## config.mk

```make
export PLATFORM = sky130hd
export DESIGN_NAME = tdcp_event_word_packer
export DESIGN_NICKNAME = d
export VERILOG_FILES = /design/src/tdcp_event_word_packer.v
export VERILOG_INCLUDE_DIRS = /design/src
export SDC_FILE = /design/constraint.sdc
export NUM_CORES = 1
export LEC_CHECK = 0
export BUFFER_PORTS_ARGS = -buffer_cell sky130_fd_sc_hd__buf_2
export CAP_MARGIN = 20
export CORE_MARGIN = 8
export CORE_UTILIZATION = 40
export CTS_BUF_LIST = sky130_fd_sc_hd__clkbuf_2 sky130_fd_sc_hd__clkbuf_4 sky130_fd_sc_hd__clkbuf_8
export DETAILED_ROUTE_END_ITERATION = 12
export MAX_ROUTING_LAYER = met4
export RECOVER_POWER = 100
export SETUP_SLACK_MARGIN = 0.15
export SLEW_MARGIN = 5
export SYNTH_ARGS = -nofsm -noshare
export SYNTH_HDL_FRONTEND = slang
export SYNTH_SLANG_ARGS = --single-unit
```

## constraint.sdc

```tcl
create_clock -name aclk -period 4.04 [get_ports aclk]
set_input_delay 0.808 -clock aclk [delete_from_list [all_inputs] [get_ports aclk]]
set_output_delay 0.808 -clock aclk [all_outputs]
set_load 0.05 [all_outputs]
```

## src/tdcp_consts.vh

```
// Purpose: Constants for the event word packer (offsets, fields, resets, codes)
// Assumes: Included by its bare name from the packer module
// Notes: Definitions only
`ifndef TDCP_CONSTS_VH
`define TDCP_CONSTS_VH

// Register byte offsets
`define TDCP_ADDR_CTRL 8'h00
`define TDCP_ADDR_STATUS 8'h04
`define TDCP_ADDR_INT_STAT 8'h08
`define TDCP_ADDR_INT_EN 8'h0C
`define TDCP_ADDR_INT_CLR 8'h10
`define TDCP_ADDR_REC_CNT 8'h14

// Control fields and reset value
`define TDCP_CTRL_EN_BIT 0
`define TDCP_CTRL_FMT_LSB 8
`define TDCP_CTRL_FMT_MSB 12
`define TDCP_CTRL_RST 32'h00001C00

// Interrupt status bits
`define TDCP_INT_REC_DONE 0
`define TDCP_INT_LOST 1
`define TDCP_INT_RST 2'h0

// Format selector values
`define TDCP_FMT_1C 5'h1C
`define TDCP_FMT_18 5'h18
`define TDCP_FMT_15 5'h15
`define TDCP_FMT_11 5'h11
`define TDCP_FMT_0D 5'h0D
`define TDCP_FMT_09 5'h09
`define TDCP_FMT_05 5'h05
`define TDCP_FMT_01 5'h01

// Channel codes
`define TDCP_CODE_START 4'h6
`define TDCP_CODE_STOP_BASE 4'h8

// Byte index of the last byte of a record
`define TDCP_LAST_SHORT 3'h3
`define TDCP_LAST_LONG 3'h7

// Bus responses
`define TDCP_RESP_OKAY 2'h0
`define TDCP_RESP_SLVERR 2'h2

`endif

```

## src/tdcp_event_word_packer.v

```verilog
// Purpose: Packs timestamped hits into list-mode records and streams them out
// Assumes: Hits, sweep starts and overflow come from logic on aclk
// Notes: Registers reached over AXI4-Lite, one write and one read at a time
//
// The implementer's own choices: register access over AXI4-Lite and the register addresses.
`timescale 1ns/1ps
`default_nettype none
`include "tdcp_consts.vh"

module tdcp_event_word_packer (
  // Clock and reset
  input wire aclk,
  input wire aresetn,
  // AXI4-Lite write address
  input wire [7:0] s_axi_awaddr,
  input wire s_axi_awvalid,
  output reg s_axi_awready,
  // AXI4-Lite write data
  input wire [31:0] s_axi_wdata,
  input wire [3:0] s_axi_wstrb,
  input wire s_axi_wvalid,
  output reg s_axi_wready,
  // AXI4-Lite write response
  output reg [1:0] s_axi_bresp,
  output reg s_axi_bvalid,
  input wire s_axi_bready,
  // AXI4-Lite read address
  input wire [7:0] s_axi_araddr,
  input wire s_axi_arvalid,
  output reg s_axi_arready,
  // AXI4-Lite read data
  output reg [31:0] s_axi_rdata,
  output reg [1:0] s_axi_rresp,
  output reg s_axi_rvalid,
  input wire s_axi_rready,
  // Timing events
  input wire sweep_start,
  input wire fifo_overflow,
  // Hit input
  input wire hit_valid,
  input wire [2:0] hit_chan,
  input wire hit_falling,
  input wire [15:0] hit_tag,
  output reg hit_ready,
  // Record byte stream
  output reg [7:0] out_byte,
  output reg out_valid,
  output reg out_last,
  input wire out_ready,
  // Interrupt
  output reg irq
);

  localparam ST_IDLE = 2'b01;
  localparam ST_SEND = 2'b10;

  // Byte-lane merge of a write into a register
  function [31:0] tdcp_merge;
    input [31:0] old_val;
    input [31:0] new_val;
    input [3:0] strb;
    integer i;
    begin
      tdcp_merge = old_val;
      for (i = 0; i < 4; i = i + 1)
        if (strb[i])
          tdcp_merge[8*i +: 8] = new_val[8*i +: 8];
    end
  endfunction

  // Known selector values only
  function tdcp_fmt_ok;
    input [4:0] fmt;
    begin
      case (fmt)
        `TDCP_FMT_1C, `TDCP_FMT_18, `TDCP_FMT_15, `TDCP_FMT_11,
        `TDCP_FMT_0D, `TDCP_FMT_09, `TDCP_FMT_05, `TDCP_FMT_01:
          tdcp_fmt_ok = 1'b1;
        default:
          tdcp_fmt_ok = 1'b0;
      endcase
    end
  endfunction

  // Field layout of one record
  function [63:0] tdcp_pack;
    input [4:0] fmt;
    input [3:0] code;
    input edge_dn;
    input [52:0] t;
    input [25:0] sw;
    input [15:0] tag;
    input lost;
    reg [63:0] r;
    begin
      r = 64'h0;
      r[3:0] = code;
      r[4] = edge_dn;
      case (fmt)
        `TDCP_FMT_18: // Only 26 time bits fit between the edge bit and the lost flag
          r[31:5] = {lost, t[25:0]};
        `TDCP_FMT_15:
          r[63:5] = {lost, tag, sw[25:0], t[15:0]};
        `TDCP_FMT_11:
          r[63:5] = {lost, tag, sw[19:0], t[21:0]};
        `TDCP_FMT_0D:
          r[63:5] = {lost, tag[7:0], sw[19:0], t[29:0]};
        `TDCP_FMT_09:
          r[63:5] = {lost, sw[19:0], t[37:0]};
        `TDCP_FMT_05:
          r[63:5] = {lost, tag, t[41:0]};
        `TDCP_FMT_01:
          r[63:5] = {lost, tag[4:0], t[52:0]};
        default:
          r[31:5] = {lost, sw[9:0], t[15:0]};
      endcase
      tdcp_pack = r;
    end
  endfunction

  // Register state
  reg [31:0] ctrl_ff;
  reg [1:0] int_stat_ff;
  reg [1:0] int_en_ff;
  reg [31:0] rec_cnt_ff;
  reg aw_hold_ff;
  reg [7:0] awaddr_ff;
  reg w_hold_ff;
  reg [31:0] wdata_ff;
  reg [3:0] wstrb_ff;

  // Packer state
  reg [1:0] state_ff;
  reg [63:0] rec_ff;
  reg [2:0] bidx_ff;
  reg [2:0] last_idx_ff;
  reg [52:0] time_ff;
  reg [25:0] sweep_ff;
  reg lost_ff;

  wire ctrl_en = ctrl_ff[`TDCP_CTRL_EN_BIT];
  wire [4:0] ctrl_fmt = ctrl_ff[`TDCP_CTRL_FMT_MSB:`TDCP_CTRL_FMT_LSB];

  // Write channel
  wire aw_take = s_axi_awvalid & s_axi_awready;
  wire w_take = s_axi_wvalid & s_axi_wready;
  wire do_wr = aw_hold_ff & w_hold_ff & ~s_axi_bvalid;
  wire nxt_aw_hold = aw_take | (aw_hold_ff & ~do_wr);
  wire nxt_w_hold = w_take | (w_hold_ff & ~do_wr);
  wire nxt_bvalid = do_wr | (s_axi_bvalid & ~s_axi_bready);
  wire wr_ctrl = do_wr & ({awaddr_ff[7:2], 2'h0} == `TDCP_ADDR_CTRL);
  wire wr_int_en = do_wr & ({awaddr_ff[7:2], 2'h0} == `TDCP_ADDR_INT_EN);
  wire wr_int_clr = do_wr & ({awaddr_ff[7:2], 2'h0} == `TDCP_ADDR_INT_CLR);
  wire [31:0] ctrl_merged = tdcp_merge(ctrl_ff, wdata_ff, wstrb_ff);
  wire [31:0] int_en_merged = tdcp_merge({30'h0, int_en_ff}, wdata_ff, wstrb_ff);

  // Read channel
  wire ar_take = s_axi_arvalid & s_axi_arready;
  wire nxt_rvalid = ar_take | (s_axi_rvalid & ~s_axi_rready);

  // Packer handshakes
  wire load = hit_valid & hit_ready;
  wire beat = out_valid & out_ready;
  wire at_last = (bidx_ff == last_idx_ff);
  wire [2:0] nxt_bidx = bidx_ff + 3'h1;
  wire drop = hit_valid & ~hit_ready & ctrl_en;
  wire lost_now = lost_ff | fifo_overflow | drop;
  wire [3:0] hit_code = (hit_chan == 3'h0) ? `TDCP_CODE_START :
                        (`TDCP_CODE_STOP_BASE + {1'b0, hit_chan});
  wire [63:0] rec_word = tdcp_pack(ctrl_fmt, hit_code, hit_falling, time_ff,
                                   sweep_ff, hit_tag, lost_now);
  wire rec_done = beat & at_last;
  wire [1:0] int_set = {fifo_overflow | drop, rec_done};
  wire [1:0] int_clr = wr_int_clr & wstrb_ff[0] ? wdata_ff[1:0] : 2'h0;

  reg [1:0] nxt_state;

  always @*
  begin
    nxt_state = state_ff;
    case (state_ff)
      ST_IDLE:
        if (load)
          nxt_state = ST_SEND;
      ST_SEND:
        if (rec_done)
          nxt_state = ST_IDLE;
      default:
        nxt_state = ST_IDLE;
    endcase
  end

  // AXI write path
  always @(posedge aclk)
  begin
    if (!aresetn)
    begin
      aw_hold_ff <= 1'b0;
      w_hold_ff <= 1'b0;
      awaddr_ff <= 8'h00;
      wdata_ff <= 32'h00000000;
      wstrb_ff <= 4'h0;
      s_axi_awready <= 1'b0;
      s_axi_wready <= 1'b0;
      s_axi_bvalid <= 1'b0;
      s_axi_bresp <= `TDCP_RESP_OKAY;
    end
    else
    begin
      aw_hold_ff <= nxt_aw_hold;
      w_hold_ff <= nxt_w_hold;
      if (aw_take)
        awaddr_ff <= s_axi_awaddr;
      if (w_take)
      begin
        wdata_ff <= s_axi_wdata;
        wstrb_ff <= s_axi_wstrb;
      end
      // Ready stays low while a write is held or answered
      s_axi_awready <= ~nxt_aw_hold & ~nxt_bvalid;
      s_axi_wready <= ~nxt_w_hold & ~nxt_bvalid;
      s_axi_bvalid <= nxt_bvalid;
      if (do_wr)
        s_axi_bresp <= (wr_ctrl | wr_int_en | wr_int_clr) ?
                       `TDCP_RESP_OKAY : `TDCP_RESP_SLVERR;
    end
  end

  // Control registers
  always @(posedge aclk)
  begin
    if (!aresetn)
    begin
      ctrl_ff <= `TDCP_CTRL_RST;
      int_en_ff <= `TDCP_INT_RST;
      int_stat_ff <= `TDCP_INT_RST;
      irq <= 1'b0;
    end
    else
    begin
      if (wr_ctrl)
      begin
        ctrl_ff[`TDCP_CTRL_EN_BIT] <= ctrl_merged[`TDCP_CTRL_EN_BIT];
        // Unknown selectors are ignored so a record is never half defined
        if (tdcp_fmt_ok(ctrl_merged[`TDCP_CTRL_FMT_MSB:`TDCP_CTRL_FMT_LSB]))
          ctrl_ff[`TDCP_CTRL_FMT_MSB:`TDCP_CTRL_FMT_LSB] <=
            ctrl_merged[`TDCP_CTRL_FMT_MSB:`TDCP_CTRL_FMT_LSB];
      end
      if (wr_int_en)
        int_en_ff <= int_en_merged[1:0];
      // Set wins over clear
      int_stat_ff <= (int_stat_ff & ~int_clr) | int_set;
      irq <= |(((int_stat_ff & ~int_clr) | int_set) & int_en_ff);
    end
  end

  // AXI read path
  always @(posedge aclk)
  begin
    if (!aresetn)
    begin
      s_axi_arready <= 1'b0;
      s_axi_rvalid <= 1'b0;
      s_axi_rdata <= 32'h00000000;
      s_axi_rresp <= `TDCP_RESP_OKAY;
    end
    else
    begin
      s_axi_arready <= ~nxt_rvalid;
      s_axi_rvalid <= nxt_rvalid;
      if (ar_take)
      begin
        s_axi_rresp <= `TDCP_RESP_OKAY;
        case ({s_axi_araddr[7:2], 2'h0})
          `TDCP_ADDR_CTRL: s_axi_rdata <= ctrl_ff;
          `TDCP_ADDR_STATUS: s_axi_rdata <= {29'h0, hit_ready, lost_ff, state_ff[1]};
          `TDCP_ADDR_INT_STAT: s_axi_rdata <= {30'h0, int_stat_ff};
          `TDCP_ADDR_INT_EN: s_axi_rdata <= {30'h0, int_en_ff};
          `TDCP_ADDR_INT_CLR: s_axi_rdata <= 32'h00000000;
          `TDCP_ADDR_REC_CNT: s_axi_rdata <= rec_cnt_ff;
          default:
          begin
            s_axi_rdata <= 32'h00000000;
            s_axi_rresp <= `TDCP_RESP_SLVERR;
          end
        endcase
      end
    end
  end

  // Sweep timebase, one bin per clock
  always @(posedge aclk)
  begin
    if (!aresetn)
    begin
      time_ff <= 53'h0;
      sweep_ff <= 26'h0;
    end
    else if (sweep_start)
    begin
      time_ff <= 53'h0;
      sweep_ff <= sweep_ff + 26'h1;
    end
    else
      time_ff <= time_ff + 53'h1;
  end

  // Lost flag held until stamped into the next record
  always @(posedge aclk)
  begin
    if (!aresetn)
      lost_ff <= 1'b0;
    else if (load)
      lost_ff <= 1'b0;
    else if (fifo_overflow | drop)
      lost_ff <= 1'b1;
  end

  // Record serializer
  always @(posedge aclk)
  begin
    if (!aresetn)
    begin
      state_ff <= ST_IDLE;
      rec_ff <= 64'h0;
      bidx_ff <= 3'h0;
      last_idx_ff <= `TDCP_LAST_SHORT;
      out_byte <= 8'h00;
      out_valid <= 1'b0;
      out_last <= 1'b0;
      hit_ready <= 1'b0;
      rec_cnt_ff <= 32'h00000000;
    end
    else
    begin
      state_ff <= nxt_state;
      // One record in flight: new hits wait for the stream to drain
      hit_ready <= (nxt_state == ST_IDLE) & ctrl_en;
      if (load)
      begin
        rec_ff <= rec_word;
        bidx_ff <= 3'h0;
        last_idx_ff <= ((ctrl_fmt == `TDCP_FMT_1C) || (ctrl_fmt == `TDCP_FMT_18)) ?
                       `TDCP_LAST_SHORT : `TDCP_LAST_LONG;
        out_byte <= rec_word[7:0];
        out_valid <= 1'b1;
        out_last <= 1'b0;
      end
      else if (beat)
      begin
        if (at_last)
        begin
          out_valid <= 1'b0;
          out_last <= 1'b0;
          rec_cnt_ff <= rec_cnt_ff + 32'h1;
        end
        else
        begin
          bidx_ff <= nxt_bidx;
          out_byte <= rec_ff[8*nxt_bidx +: 8];
          out_last <= (nxt_bidx == last_idx_ff);
        end
      end
    end
  end

endmodule // tdcp_event_word_packer

`default_nettype wire

```

* Word-level counts from Yosys, hierarchy flattened
Memories as Yosys holds them, arrays and structs flattened.
Index checks and enable logic that the tools add are counted.
** Cells by class
- Bitwise gates (word level) :: 46
- Shift-type cells :: 1
- Multiply operators :: 0
- Divide/modulo/power cells :: 0
- Eq/ne operators :: 21
- Add/subtract/negate cells :: 5
- Reductions and logical operators :: 18
- Muxes and demuxes :: 21
- $lt $le $gt $ge :: 0
** Operators by type and width (number)
- $pmux W32 S6 :: 1
- $pmux W32 S5 :: 1
- $pmux W27 S4 :: 1
- $shiftx A64 B7 Y8 :: 1
- $add A53 B1 Y53 const B :: 1
- $add A32 B1 Y32 const B :: 1
- $add A26 B1 Y26 const B :: 1
- $mux W8 :: 3
- $and A1 B1 Y1 :: 21
- $eq A5 B5 Y1 const B :: 4
- $eq A6 B2 Y1 const B :: 3
- $eq A6 B3 Y1 const B :: 3
- $logic_not A6 Y1 :: 2
- $not A1 Y1 :: 12
- $reduce_and A2 Y1 :: 6
- $eq A5 B4 Y1 const B :: 2
- $mux W2 :: 5
- $or A1 B1 Y1 :: 9
- $eq A3 B3 Y1 :: 2
- $eq A6 B1 Y1 const B :: 1
- $mux W1 :: 6
- $reduce_or A2 Y1 :: 3
- $reduce_or A6 Y1 :: 1
- $eq A5 B1 Y1 const B :: 1
- other kinds (18) :: 21
** Word-level totals
- Memories kept :: 1
- Logic and storage cells :: 143
- Output and inout port bits :: 53
- Latch bits :: 0
- Memory bits (read-only) :: 32
- Register bits after elaboration :: 272
- RAM bits :: 0
** Memory list
- (name not given) :: words 32, width 1, rd ports 1, clocked after Yosys merged registers in 0, write ports 0, line tdcp_event_word_packer.v:75 : case (fmt)

* Longest topological paths before layout
- Word-level depth :: 10
- Mapped depth :: 7
- Depth with buffers taken out :: 6

* Worst setup path after synthesis
No wires, ideal clock.
- Path type :: input port to flip-flop
- Start point :: in hit_valid
- End point :: reg rec_cnt_ff[23]
- Path slack :: 1.745 ns
- Stages :: 6
- Path buffers :: 2
- Arrival :: 2.159 ns
- Cells stage by stage :: and2_1 > clkbuf_1 > or4_4 > buf_6 > o311ai_0 > o41ai_1
** On the way
- Longest elaborated chain between the ends :: 3
** RTL lines
- start: declaration :: line tdcp_event_word_packer.v:40 : input wire hit_valid,
- $and A1 B1 Y1 :: line tdcp_event_word_packer.v:162 : wire load = hit_valid & hit_ready;
- $not A1 Y1 (no line)
- $reduce_and A3 Y1 (no line)
- end signal: assignment :: line tdcp_event_word_packer.v:355 : rec_cnt_ff <= rec_cnt_ff + 32'h1;
- end: declaration :: line tdcp_event_word_packer.v:125 : reg [31:0] rec_cnt_ff;
No other way between the ends.
A chain may end at the register's enable or synchronous reset.

* Worst setup path in the final report
- Start point :: in aresetn
- End point :: reg rec_ff[36]
** RTL lines
- start: declaration :: line tdcp_event_word_packer.v:13 : input wire aresetn,
- end signal: assignment :: line tdcp_event_word_packer.v:341 : rec_ff <= rec_word;
- end: declaration :: line tdcp_event_word_packer.v:134 : reg [63:0] rec_ff;
No word-level cell between the ends.

==> results.md <==
* Status: finished, violations left
* Failing checks: max-capacitance violations, max-slew violations
* Initial Utilization at 40.6%
* DR iter-0 viols at 1124
* Maximum clock insertion buffer count at 3
* Crit path arrival time at 3.68 ns
* Final cycle utilization of the critical path at 82.3%
* Crit. Startpoint: aresetn
* Max cap viols at 3
* Post-synth EDFFs at 0
* HPWL Detailed at 26200 um
* Final setup viols at 0
* Worst hold stages at 2
* Final min period at 3.33 ns
* Drt first pass iters at 6
* Rel. slew slack at -52.5%
* Vias per inst at 5.88
* Finished Core Util at 45.8%
* WP data required at 4.39 ns
* Clock Pin Slew Worst Setup and Hold Paths at 0.06 ns
* Routed Antenna Nets at 0
* Non-filler cells, final at roughly 2000
* Total gr overflow at 0
* # clock sinks at 260
* Setup TNS at 0 ns
* Synth Area per Inst at 8.39 um^2
* Yosys Warn Count at 0
* Mapped Area at 12800 um^2
* Postcts setup bufs at 0
* Num CTS Buffers at 46
* Placer Congestion at 0.877
* Top cell by count, worst path: clkbuf_1
* # IOs at between 100 and 150
* Post-route DRC at 0
* P_leak at 4.95 nW
* Tot GR Track Use at 19.9%
* Min-delay src: s_axi_rdata[25]
* Crit-path cells: clkbuf_1 > clkinvlp_2 > clkbuf_1 > o22ai_1
* Unrepaired setup endpoints after global routing: false
* First-pass GRT wire length at 61300 um
* Largest vdd supply drop at between 0.2 and 0.25 mV
* Storage cell area at 5200 um^2
* Power Total at between 5 and 6 mW
* Root Buffer: clkbuf_8
* Delay-heaviest family, CP: buffers and inverters
* Crit path largest cell delay at 1.69 ns
* Hold WC Path Type: reg -> reg
* Diodes inserted at 0
* Clk_lat worst skew at about 0.58 ns
* Std-Cell Rows at 65
* Final Max Slew Viols at 153
* Fin area at approximately 14000 um^2
* Final wirelength at around 38000 um
* Synth area leaders: dfxtp_1 41%, nand2_1 6.9%, a21oi_1 5.1%
* CP max stage cell: clkbuf_1
* PwrDens at ~380 nW/um^2
* Layout area overhead at 12.9%
* Largest net degree at the start of global routing at 91
* Cells after synthesis at about 1500
* Seq/Total Area, Yosys at 40.7%
* Top_reg_cell synth: dfxtp_1
* Reg-to-Reg Start: bidx_ff[0]
* Setup ws final at around 0.7 ns
* Share of the synthesized area in the top cell type at 40.7%
* Share of cells above drive strength 1 at 12.5%
* H-tree levels at 2
* Seq cells post-synth at 260
* Post-Place Cells at 1935
* Vias at around 12000
* Fin Hold WS at 0.448 ns
* Max Clock Skew at 0.0308 ns
* Total Nets Final at 1672
* Drt wl/cell at 18.9 um
* Initial antenna violation count at 0
* Critical setup path kind: in -> reg
* WP buf/inv at 3
* DIE HEIGHT at slightly below 200 um
* Filler cell count in the final layout at 3109
* Worst Setup Start Kind: input pin
* Synth cell types at 76
* Post-CTS Hold Fix Bufs at 0
* PortBufs at about 100
* Footprint of the multi-input gates at 6980 um^2
* RR Endpoint: out_byte[3]
* R2R cell count at 5
* Die ar. at 38000 um^2
* Vias in the first global route at between 10000 and 15000
* Placement Setup Slack at roughly 1.2 ns
* Yosys top cell by area: dfxtp_1
* Worst reg2reg setup slack at ~0.79 ns
* Fmax at 301 MHz
* Worst Path Max Fanout at 47
* Post-CTS Resized at 0
* TritonCTS clock tree: done
* Endpoints failing hold at 0
* Worst-Margin Slew at 2.29 ns
* Crit path capture type: flop
* Hold EP: s_axi_rdata[25]
* Placeable Area at approximately 32000 um^2
* Die W at 195 um
* Area after DPL at 13500 um^2
* Share of synthesized registers carrying an async set or reset at 0%
metal layers:
metal / vias up / routed length [um] / GRT usage, %
met1: 5657 / 17300 / 26.4
li1: 5767 / - / -
met4: 0 / 941 / 5.61
met5: - / 0 / -
met3: 72 / 2630 / 3.51
met2: 390 / 17400 / 30.7
registers in the layout, indices dropped and copies added (netlist names), 7 cells and up:
register     cells
out_byte         8
rec_cnt_ff      32
rec_ff          64
s_axi_rdata     32
sweep_ff        26
time_ff         53
wdata_ff         7
cell families (layout without fill, tap and decap cells):
| group | after synthesis | count (layout) | share of synthesized area [%] |
|---|---|---|---|
| multiplexers | 65 | 65 | 6.65 |
| AND/OR/NAND/NOR | 666 | 666 | 27.3 |
| adder cells (fa/ha/maj) | 7 | 7 | 0.684 |
| other | 1 | 2 | 0.0293 |
| XOR/XNOR | 33 | 33 | 2.32 |
| flip-flops | 260 | 260 | 40.7 |
| AO/OA/AOI/OAI | 351 | 351 | 17.8 |
| buffers and inverters | 143 | 234 | 4.54 |
cell usage after synthesis (8+ instances only):
library cell and n:
dfxtp_1 260, nand2_1 234, a21oi_1 131, clkbuf_1 96
nand3_1 78, and3_1 64, o21ai_0 64, nor2_1 58
mux2i_1 43, nand4_1 37, nor4_1 30, nand2b_1 28
or2_2 23, inv_1 21, and4_1 20, o31ai_1 20
or4_1 20, o41ai_1 18, nor3_1 17, o311ai_0 17
xnor2_1 16, xor2_1 16, a2111oi_0 15, o211ai_1 14
or3_1 13, buf_2 10, mux4_2 10, and2_1 9
o22ai_1 9, a222oi_1 8, mux2_2 8
worst max-delay path by stage:
stage                     end  depth (start not counted)  slack (ns)
2_1_floorplan  rec_cnt_ff[23]                          6        1.75
3_3_place_gp      out_byte[3]                          5        1.21
3_5_place_dp   rec_cnt_ff[16]                          5        1.17
4_1_cts        rec_cnt_ff[16]                          5        1.14
5_1_grt           out_byte[3]                          5        0.51
6_report           rec_ff[36]                          4        0.71
layout make-up:
type                    instances  share of cell area (%)
repair buffers                127                    4.36
well taps                     402                    3.48
flip-flops and latches        260                    36.0
clock inverters                 7                   0.545
clock buffers                  77                    6.68
inverters                      23                   0.606
multi-input cells            1124                    48.3
layout by cell type, fill, tap and decap left out, types with 8 or more instances in the layout:
master / n
a2111oi_0: 15
a21oi_1: 131
a222oi_1: 8
and3_1: 64
and4_1: 20
buf_2: 49
buf_4: 16
clkbuf_1: 59
clkbuf_4: 15
clkbuf_8: 62
dfxtp_1: 260
inv_1: 22
mux2_2: 8
mux2i_1: 43
mux4_2: 10
nand2_1: 234
nand2b_1: 28
nand3_1: 78
nand4_1: 38
nor2_1: 58
nor3_1: 17
nor4_1: 34
o211ai_1: 14
o21ai_0: 64
o22ai_1: 9
o311ai_0: 17
o31ai_1: 20
o41ai_1: 18
or2_2: 23
or3_1: 13
or4_1: 21
xnor2_1: 16
xor2_1: 16
power by group:
group          internal, mW  switching [mW]  leakage (nW)  total (mW)
Combinational        0.0743           0.157          2.29       0.231
Clock                  1.58            1.13         0.557        2.70
Sequential             2.59          0.0252          2.10        2.61
worst register-to-register path, cell delays in order (launching register included):
cell and delay, ns:
dfxtp_1 0.56, ha_1 0.38, xor2_1 1.19, mux4_1 0.69, mux2i_1 0.21, a211oi_1 0.09
Power figures use the tool's default switching activity.
